**config.mk**
```make
export PLATFORM = sky130hd
export DESIGN_NAME = arsm_top
export DESIGN_NICKNAME = d
export VERILOG_FILES = /design/src/logic/arsm_pkg.sv /design/src/logic/arsm_top.sv
export SDC_FILE = /design/constraint.sdc
export NUM_CORES = 1
export LEC_CHECK = 0
export BUFFER_PORTS_ARGS = -buffer_cell sky130_fd_sc_hd__buf_2
export CAP_MARGIN = 20
export CORE_MARGIN = 10
export CORE_UTILIZATION = 25
export CTS_CLUSTER_DIAMETER = 50
export CTS_CLUSTER_SIZE = 16
export DETAILED_ROUTE_END_ITERATION = 10
export GPL_TIMING_DRIVEN = 0
export PLACE_DENSITY = 0.56
export SLEW_MARGIN = 20
export SYNTH_ARGS = -nofsm -noshare
export SYNTH_HDL_FRONTEND = slang
export SYNTH_SLANG_ARGS = --single-unit
export TNS_END_PERCENT = 30
```
**constraint.sdc**
```tcl
create_clock -name clk -period 2.2 [get_ports clk]
set_input_delay 0.11 -clock clk [delete_from_list [all_inputs] [get_ports clk]]
set_output_delay 0.11 -clock clk [all_outputs]
set_load 0.005 [all_outputs]
```
**src/logic/arsm_pkg.sv**
```systemverilog
// Contract
// - clock fail event sets status bit 2
// - rx interrupt high while any enabled error flag is set
// - writing 1 clears an error flag, writing 0 leaves it
// - frame sync arriving before slot count ends sets status bit 1
// - buffer load while previous word unread sets status bit 0
// - slot register shows slot count in bits 9-0, rest zero
// - slot counter runs 0 to 383
// - reserved bits read 0, writes to them ignored
// - status bit 8 is OR of overrun, early sync, clock fail, dma error
// - status bit 3 is lsb of current slot count
package arsm_pkg;
   localparam logic [3:0] ADDR_STATUS = 4'h0;
   localparam logic [3:0] ADDR_SLOT = 4'h4;
   localparam logic [3:0] ADDR_INT_EN = 4'h8;
   localparam logic [3:0] ADDR_CTRL = 4'hc;
   localparam int BIT_OVERRUN = 0;
   localparam int BIT_EARLY_SYNC = 1;
   localparam int BIT_CLK_FAIL = 2;
   localparam int BIT_PARITY = 3;
   localparam int BIT_DMA_ERR = 7;
   localparam int BIT_ANY_ERR = 8;
   localparam int SLOT_W = 10;
   localparam logic [9:0] SLOT_MAX = 10'h17f;
   localparam logic [9:0] SLOT_RESET = 10'h000;
   localparam logic [9:0] SLOTS_DEFAULT = 10'h002;
   localparam logic [2:0] FLAGS_RESET = 3'h0;

   typedef struct packed {
      logic [3:0] addr;
      logic [31:0] wdata;
      logic wr;
      logic rd;
   } arsm_bus_t;

   typedef struct packed {
      logic clkFail;
      logic earlySync;
      logic overrun;
   } arsm_evt_t;
endpackage : arsm_pkg

```
**src/logic/arsm_top.sv**
```systemverilog
`timescale 1ns/1ps
module arsm_top (
   // clock and reset
   input wire logic clk,
   input wire logic rst,
   // register port
   input wire arsm_pkg::arsm_bus_t bus,
   output logic [31:0] rdata,
   // link pins, asynchronous to clk
   input wire logic rxBitClk,
   input wire logic rxFrameSync,
   // events from neighbouring logic on clk
   input wire logic clkFailEvt,
   input wire logic dmaErrFlag,
   input wire logic bufferLoad,
   input wire logic bufferRead,
   // interrupt
   output logic rxInterrupt
);
   ////////////////////////////////////////////////////////////////////////////
   // synchronisers: first stage only feeds the second
   logic [1:0] bclkSync_q;
   logic [1:0] fsSync_q;
   logic bclkPrev_q;
   logic fsPrev_q;
   always_ff @(posedge clk or posedge rst) begin
      if (rst) begin
         bclkSync_q <= 2'h0;
         fsSync_q <= 2'h0;
         bclkPrev_q <= 1'b0;
         fsPrev_q <= 1'b0;
      end else begin
         bclkSync_q <= {bclkSync_q[0], rxBitClk};
         fsSync_q <= {fsSync_q[0], rxFrameSync};
         bclkPrev_q <= bclkSync_q[1];
         fsPrev_q <= fsSync_q[1];
      end
   end

   // frame sync sampled on rising bit clock edge
   logic bclkRise;
   logic fsHigh;
   logic fsStart_q;
   assign bclkRise = bclkSync_q[1] & ~bclkPrev_q;
   assign fsHigh = fsSync_q[1];

   ////////////////////////////////////////////////////////////////////////////
   // registers written by software
   logic [2:0] intEn_q;
   logic [9:0] slotsPerFrame_q;
   logic [4:0] bitsPerSlot_q;
   always_ff @(posedge clk or posedge rst) begin
      if (rst) begin
         intEn_q <= 3'h0;
         slotsPerFrame_q <= arsm_pkg::SLOTS_DEFAULT;
         bitsPerSlot_q <= 5'h1f;
      end else if (bus.wr) begin
         if (bus.addr == arsm_pkg::ADDR_INT_EN) begin
            intEn_q <= bus.wdata[2:0];
         end
         if (bus.addr == arsm_pkg::ADDR_CTRL) begin
            // slot count is software's job to keep legal
            slotsPerFrame_q <= bus.wdata[9:0];
            bitsPerSlot_q <= bus.wdata[20:16];
         end
      end
   end

   ////////////////////////////////////////////////////////////////////////////
   // bit and slot counting on sampled bit clock
   logic [4:0] bitCnt_q;
   logic [9:0] slotCnt_q;
   logic inFrame_q;
   logic earlyEvt;
   logic lastBit;
   logic lastSlot;
   assign lastBit = (bitCnt_q == bitsPerSlot_q);
   assign lastSlot = (slotCnt_q == slotsPerFrame_q - 10'h001) || (slotCnt_q == arsm_pkg::SLOT_MAX);
   // sync seen before the final bit of the last slot is early
   assign earlyEvt = bclkRise & fsHigh & ~fsStart_q & inFrame_q & ~(lastSlot & lastBit);
   always_ff @(posedge clk or posedge rst) begin
      if (rst) begin
         bitCnt_q <= 5'h00;
         slotCnt_q <= arsm_pkg::SLOT_RESET;
         inFrame_q <= 1'b0;
         fsStart_q <= 1'b0;
      end else if (bclkRise) begin
         fsStart_q <= fsHigh;
         if (fsHigh & ~fsStart_q) begin
            bitCnt_q <= 5'h00;
            slotCnt_q <= arsm_pkg::SLOT_RESET;
            inFrame_q <= 1'b1;
         end else if (inFrame_q) begin
            if (lastBit) begin
               bitCnt_q <= 5'h00;
               // wraps after 383 at most
               slotCnt_q <= lastSlot ? arsm_pkg::SLOT_RESET : slotCnt_q + 10'h001;
            end else begin
               bitCnt_q <= bitCnt_q + 5'h01;
            end
         end
      end
   end

   ////////////////////////////////////////////////////////////////////////////
   // buffer occupancy for overrun
   logic bufFull_q;
   always_ff @(posedge clk or posedge rst) begin
      if (rst) begin
         bufFull_q <= 1'b0;
      end else if (bufferLoad) begin
         bufFull_q <= 1'b1;
      end else if (bufferRead) begin
         bufFull_q <= 1'b0;
      end
   end

   ////////////////////////////////////////////////////////////////////////////
   // sticky error flags
   arsm_pkg::arsm_evt_t evt;
   arsm_pkg::arsm_evt_t flags_q;
   logic statusWrite;
   assign evt.clkFail = clkFailEvt;
   assign evt.earlySync = earlyEvt;
   assign evt.overrun = bufferLoad & bufFull_q & ~bufferRead;
   assign statusWrite = bus.wr && (bus.addr == arsm_pkg::ADDR_STATUS);

   function automatic logic nextFlag(input logic cur, input logic set, input logic clr);
      // set wins so no event is lost to a racing clear
      nextFlag = set | (cur & ~clr);
   endfunction : nextFlag

   always_ff @(posedge clk or posedge rst) begin
      if (rst) begin
         flags_q <= arsm_pkg::FLAGS_RESET;
      end else begin
         flags_q.clkFail <= nextFlag(flags_q.clkFail, evt.clkFail,
            statusWrite & bus.wdata[arsm_pkg::BIT_CLK_FAIL]);
         flags_q.earlySync <= nextFlag(flags_q.earlySync, evt.earlySync,
            statusWrite & bus.wdata[arsm_pkg::BIT_EARLY_SYNC]);
         flags_q.overrun <= nextFlag(flags_q.overrun, evt.overrun,
            statusWrite & bus.wdata[arsm_pkg::BIT_OVERRUN]);
      end
   end

   ////////////////////////////////////////////////////////////////////////////
   // status word and read port
   logic [31:0] statusWord;
   always_comb begin
      statusWord = 32'h0;
      statusWord[arsm_pkg::BIT_OVERRUN] = flags_q.overrun;
      statusWord[arsm_pkg::BIT_EARLY_SYNC] = flags_q.earlySync;
      statusWord[arsm_pkg::BIT_CLK_FAIL] = flags_q.clkFail;
      statusWord[arsm_pkg::BIT_PARITY] = slotCnt_q[0];
      statusWord[arsm_pkg::BIT_DMA_ERR] = dmaErrFlag;
      statusWord[arsm_pkg::BIT_ANY_ERR] = flags_q.overrun | flags_q.earlySync
         | flags_q.clkFail | dmaErrFlag;
   end

   always_ff @(posedge clk or posedge rst) begin
      if (rst) begin
         rdata <= 32'h0;
      end else if (bus.rd) begin
         case (bus.addr)
            arsm_pkg::ADDR_STATUS: rdata <= statusWord;
            arsm_pkg::ADDR_SLOT: rdata <= {22'h0, slotCnt_q};
            arsm_pkg::ADDR_INT_EN: rdata <= {29'h0, intEn_q};
            arsm_pkg::ADDR_CTRL: rdata <= {11'h0, bitsPerSlot_q, 6'h0, slotsPerFrame_q};
            default: rdata <= 32'h0;
         endcase
      end else begin
         rdata <= 32'h0;
      end
   end

   ////////////////////////////////////////////////////////////////////////////
   // level interrupt, flags stay write-one-clear rather than clear-on-read
   always_ff @(posedge clk or posedge rst) begin
      if (rst) begin
         rxInterrupt <= 1'b0;
      end else begin
         rxInterrupt <= |({flags_q.clkFail, flags_q.earlySync, flags_q.overrun} & intEn_q);
      end
   end
endmodule : arsm_top

```
==> flow_summary.json, run 1 <==
{
  "status": "finished, violations left",
  "violations": "negative setup slack",
  "min_path_type": "in2reg",
  "max_freq_ghz": 0.423,
  "wl_per_cell_um": 14.8,
  "path_buf_inv": 0,
  "path_max_fanout": 7,
  "ys_types": 55,
  "endpoint_kind": "flip-flop",
  "vias": 2478,
  "start_util_pct": 25.9,
  "synth.area.top_cells": "dfrtp_1 43%, mux2_2 6.8%, dfstp_2 5.0%",
  "fp-row-count": 40,
  "drt_iter0_drc": 161,
  "cts_max_path_buffers": 2,
  "gp_congestion": 0.840,
  "cts_root_buffer": "clkbuf_16",
  "cts_buffers": 9,
  "dp_hpwl_um": 5990,
  "port_buffers": 43,
  "remaining_drc_errors": 0,
  "finalCriticalPeriod_ns": 2.36,
  "async_flop_share_pct": 100,
  "ys_warn_count": 0,
  "n_antenna_cell": 0,
  "grt_antenna_before_repair": 0,
  "cts_tree": "built",
  "worst_path_largest_cell_delay_ns": 0.55,
  "crit_type": "reg2reg",
  "synth_edf_count": 0,
  "synth-seq-cells": 60,
  "ys_seq_area_share_pct": 47.9,
  "final_cells": 555,
  "die-area_um2": 17500,
  "grt_pass1_vias": 2641,
  "fp.dieH_um": 132,
  "finalMaxSlewViolations": 0,
  "cp_slowest_cell": "or4_4",
  "area_growth_pct": 33.9,
  "cts_sinks": 60,
  "nNetsFinal": 431,
  "cp.required_ns": 2.41,
  "postSynthAreaPerCell_um2": 10.4,
  "worst_pin_slew_ns": 0.688,
  "clk_pin_slew_ns": 0.05,
  "syn_inst": 302,
  "core_um2": 12200,
  "gr-total-overflow": 0,
  "synth-main-ff-cell": "dfrtp_1",
  "power_mw": 3.94,
  "viasPerCell": 4.46,
  "finalWirelength_um": 8230,
  "track_usage_pct": 9.48,
  "arrival_ns": 2.57,
  "fin_setup_tns_ns": -0.990,
  "timing.hold.ws_ns": 0.0150,
  "grt_pass1_wl_um": 13600,
  "startpoint_type": "flip-flop",
  "setup_viol": 11,
  "grt_start_max_net_pins": 37,
  "yosys.area.top_type": "dfrtp_1",
  "io_pins": 79,
  "crit_family": "simple AND/OR/NAND/NOR gates",
  "synth_top_area_share_pct": 42.9,
  "ant_nets": 0,
  "peakVddDrop_mv": 0.410,
  "first_pass_iters": 4,
  "final-hold-violation-count": 0,
  "powerDensity_nw_per_um2": 933,
  "detailedPlace.worstSlack_ns": -0.276,
  "fin_area_um2": 4220,
  "die_w_um": 132,
  "synth_common_cells": "54 x dfrtp_1, 22 x nor2_1, 19 x mux2_2, 18 x nand2_1, 17 x buf_4",
  "total_leakage_power_nw": 1.88,
  "slew_headroom_pct": 54.1,
  "setup_slack_ns": -0.162,
  "post_dp_cell_area_um2": 3670,
  "syn_area_um2": 3150,
  "drv_cap": 0,
  "period_share_pct": 107,
  "htreeDepth": 3,
  "n_fill_cell": 1236,
  "drive_above_1_share_pct": 35.4,
  "clock_latency_ns": 0.32,
  "cp_cell_sequence": "or4_4 -> or2_1 -> a211oi_2 -> o2111a_2 -> a21oi_1 -> nand2b_1 -> a41o_1",
  "final_util_pct": 34.7,
  "clock_skew_ns": 0.00551,
  "yosysMostFrequentCell": "dfrtp_1",
  "rsz0062_at_grt": "true",
  "dp_cells": 530
}
==> sequential cells by signal (all words and copies together), names as in the netlist <==
name	flops
bclkPrev_q	1
bclkSync_q	2
bitCnt_q	5
bitsPerSlot_q	5
bufFull_q	1
flags_q	3
fsStart_q	1
fsSync_q	2
inFrame_q	1
intEn_q	3
rdata	15
rxInterrupt	1
slotCnt_q	10
slotsPerFrame_q	10
==> final cells by class <==
class	instances	area [µm²]	area share [%]
Sequential cell	60	1510	35.8
Tap cell	168	210	4.98
Timing Repair Buffer	54	330	7.82
Buffer	27	168	3.97
Clock inverter	6	113	2.67
Clock buffer	10	229	5.42
Multi-Input combinational cell	217	1610	38.1
Inverter	13	51.3	1.22
==> what timing repair did <==
item | in CTS | in global routing
hold buffers | 5 | 0
setup buffers | 3 | 2
endpoints found under the hold margin | 24 | 0
resized for setup | 17 | 11
pin swaps | 12 | 4
setup endpoints to repair | 11 | 11
==> per-layer routing <==
metal | up-vias | GRT usage, % | part of all wire, % | routed length (µm)
met2 | 82 | 14.9 | 46 | 3820
met1 | 1188 | 12.0 | 46 | 3820
li1 | 1197 | - | - | -
met3 | 11 | 3.20 | 5.5 | 452
met5 | - | 0 | 0 | 0
met4 | 0 | 2.69 | 1.5 | 127
==> power breakdown <==
group          internal (mW)  switching (mW)  total [mW]
Clock                   1.11           0.508        1.62
Combinational          0.425           0.394       0.819
Sequential              1.28           0.221        1.50
Total                   2.81            1.12        3.94
==> worst paths after layout <==
path                                    startpoint                  to  slack [ns]  cells past startpoint
worst min register to register       bclkSync_q[0]       bclkSync_q[1]        0.35                      0
min in group asynchronous                      rst           rdata[17]        0.30                      3
worst min-delay path                       bus[11]  slotsPerFrame_q[9]        0.01                      2
worst max-delay path            slotsPerFrame_q[0]          flags_q[1]       -0.16                      7
worst max register to register  slotsPerFrame_q[0]          flags_q[1]       -0.16                      7
max in group asynchronous                      rst  slotsPerFrame_q[1]        1.34                      4
==> cell usage in the layout (no fill, tap or decap), drive strengths merged, types with 5 or more instances in the layout <==
cell	instances
xor2	9
a21oi	6
xnor2	9
mux2i	11
nor2	22
nand3	15
dfstp	6
dfrtp	54
o21ai	12
nand2	19
inv	13
and2	7
mux2	19
a31oi	5
buf	69
dlygate4sd3	5
or4	5
conb	17
and3	5
clkbuf	17
nor2b	5
==> cell families after synthesis <==
group	count (synthesis)	synth area share, %
buffers and inverters	41	6.99
muxes	31	11.0
adders and majority gates	3	1.19
xor gates and xnor gates	18	5.00
and+or+nand+nor	96	15.9
AOI/OAI and AO/OA	52	11.9
other	1	0.119
DFF	60	47.9
No activity file was read; power rests on OpenSTA's default activity.
==> run 2, diff against run 1 <==
- CORE_MARGIN: 10 -> not set
- PLACE_DENSITY: 0.56 -> not set
==> flow_summary.json, run 2 (same netlist as run 1, synthesis figures left out) <==
{
  "status": "finished, violations left",
  "violations": "negative setup slack",
  "drt_iter0_drc": 124,
  "n_antenna_cell": 0,
  "ant_nets": 0,
  "powerDensity_nw_per_um2": 915,
  "nNetsFinal": 432,
  "die-area_um2": 13100,
  "worstHoldPathCells": 2,
  "cts_sinks": 60,
  "io_pins": 79,
  "grt_pass1_vias": 2399,
  "start_util_pct": 25.9,
  "grt_antenna_before_repair": 0,
  "fp-row-count": 40,
  "p_int_mw": 2.72,
  "fin_setup_tns_ns": -1.13,
  "final_util_pct": 34.1,
  "top_regs": "rdata x15, slotCnt_q x10, slotsPerFrame_q x10",
  "holdCritStartpoint": "bus[22]",
  "clk_pin_slew_ns": 0.05,
  "rsz0062_at_grt": "true",
  "setup_viol": 10,
  "hold_end": "bitsPerSlot_q[4]",
  "total_leakage_power_nw": 1.85,
  "htreeDepth": 3,
  "switchingPower_mw": 1.06,
  "timing.rr.end": "slotCnt_q[2]",
  "crit_type": "reg2reg",
  "dp_cells": 530,
  "wl_per_cell_um": 13.3,
  "post_dp_cell_area_um2": 3670,
  "setup_slack_ns": -0.172,
  "first_pass_iters": 4,
  "remaining_drc_errors": 0,
  "final-hold-violation-count": 0,
  "gr-total-overflow": 0,
  "finalWirelength_um": 7410,
  "port_buffers": 43,
  "cts_tree": "built",
  "viasPerCell": 4.36,
  "cts_root_buffer": "clkbuf_16",
  "final_cell_mix": "51 x dfrtp_1, 45 x buf_2, 22 x nor2_1, 22 x buf_4, 19 x mux2_2",
  "peakVddDrop_mv": 0.526,
  "period_share_pct": 108,
  "finalMaxSlewViolations": 0,
  "detailedPlace.worstSlack_ns": -0.299,
  "largest_reg_flops": 15,
  "timing.hold.ws_ns": 0.0233,
  "clockPowerShare_pct": 39.3,
  "slew_headroom_pct": 62.1,
  "r2r-start": "slotsPerFrame_q[0]",
  "cts_buffers": 9,
  "swShare_pct": 28.1,
  "clock_skew_ns": 0.00539,
  "reg2regPathDepth": 8,
  "dp_hpwl_um": 5420,
  "fin_area_um2": 4140,
  "fp.dieH_um": 114,
  "area_growth_pct": 31.4,
  "finalCriticalPeriod_ns": 2.37,
  "max_freq_ghz": 0.422,
  "core_um2": 12200,
  "arrival_ns": 2.57,
  "grt_pass1_wl_um": 12400,
  "regMostFlops": "rdata",
  "vias": 2423,
  "startpoint_type": "flip-flop",
  "cp.required_ns": 2.39,
  "seqPwrFrac_pct": 39.7,
  "die_w_um": 114,
  "drv_cap": 0,
  "gp_congestion": 0.865,
  "track_usage_pct": 12.2,
  "grt_start_max_net_pins": 42,
  "cts_max_path_buffers": 2,
  "ff2ff_setup_slack_ns": -0.17,
  "path_max_fanout": 7,
  "power_mw": 3.79,
  "endpoint_kind": "flip-flop",
  "clock_latency_ns": 0.32,
  "drive_above_1_share_pct": 32.7,
  "p_comb_share_pct": 21.0,
  "worst_pin_slew_ns": 0.568,
  "layout_commonest_cell": "dfrtp_1",
  "final_cells": 556,
  "min_path_type": "in2reg"
}
run 2: cell types whose count changed in the layout (fill, tap and decap cells not counted), sizes merged:
cell	delta
clkinv	-2
clkbuf	+2
bufinv	-1
clkinvlp	+1
buf	+1
run 2: worst max-delay path, cell delays in order, from the launching register on:
cell and delay [ns]:
dfrtp_2 0.45, or4_4 0.54, or2_1 0.24, a211oi_2 0.21, o2111a_2 0.27, a21oi_4 0.10, buf_12 0.15, a31oi_1 0.18
o22ai_1 0.09
run 2: per-layer routing:
layer	vias up	global-route usage (%)	routed length, µm
met5	-	0	0
met4	0	4.59	40
met3	4	3.07	397
met2	65	18.1	3390
met1	1154	17.0	3590
li1	1200	-	-
run 2: worst max path at each step:
stage | startpoint | to | slack (ns) | cells past startpoint
after floorplan | slotsPerFrame_q[0] | slotCnt_q[3] | -0.01 | 7
after global placement | slotsPerFrame_q[3] | slotCnt_q[2] | -0.27 | 8
after detailed placement | slotsPerFrame_q[0] | flags_q[1] | -0.30 | 7
after CTS | slotsPerFrame_q[0] | slotCnt_q[2] | -0.11 | 8
after global routing | slotsPerFrame_q[0] | slotCnt_q[7] | -0.28 | 10
final | slotsPerFrame_q[0] | slotCnt_q[2] | -0.17 | 8
run 2: cell type report:
class                      instances  area, µm²
multi-input combinational        217       1540
clock buffer                      12        246
fill                            1251       8020
sequential                        60       1510
clock inverter                     4       72.6
buffer                            27        168
inverter                          13       51.3
tap                              168        210
timing repair buffer              55        343
run 2: power groups by stage:
stage	Combinational [mW]	Sequential [mW]	Clock (mW)
after global routing	0.889	1.53	1.57
final	0.797	1.50	1.49
after floorplan	0.566	1.43	0
after global placement	0.698	1.49	0
after CTS	0.792	1.50	1.52
after detailed placement	0.717	1.50	0
run 2: what timing repair did:
action,CTS,global route
hold buffers,5,0
resized for setup,9,2
setup buffers,6,0
hold endpoints to repair,23,0
setup endpoints to repair,11,11
pin swaps,12,1
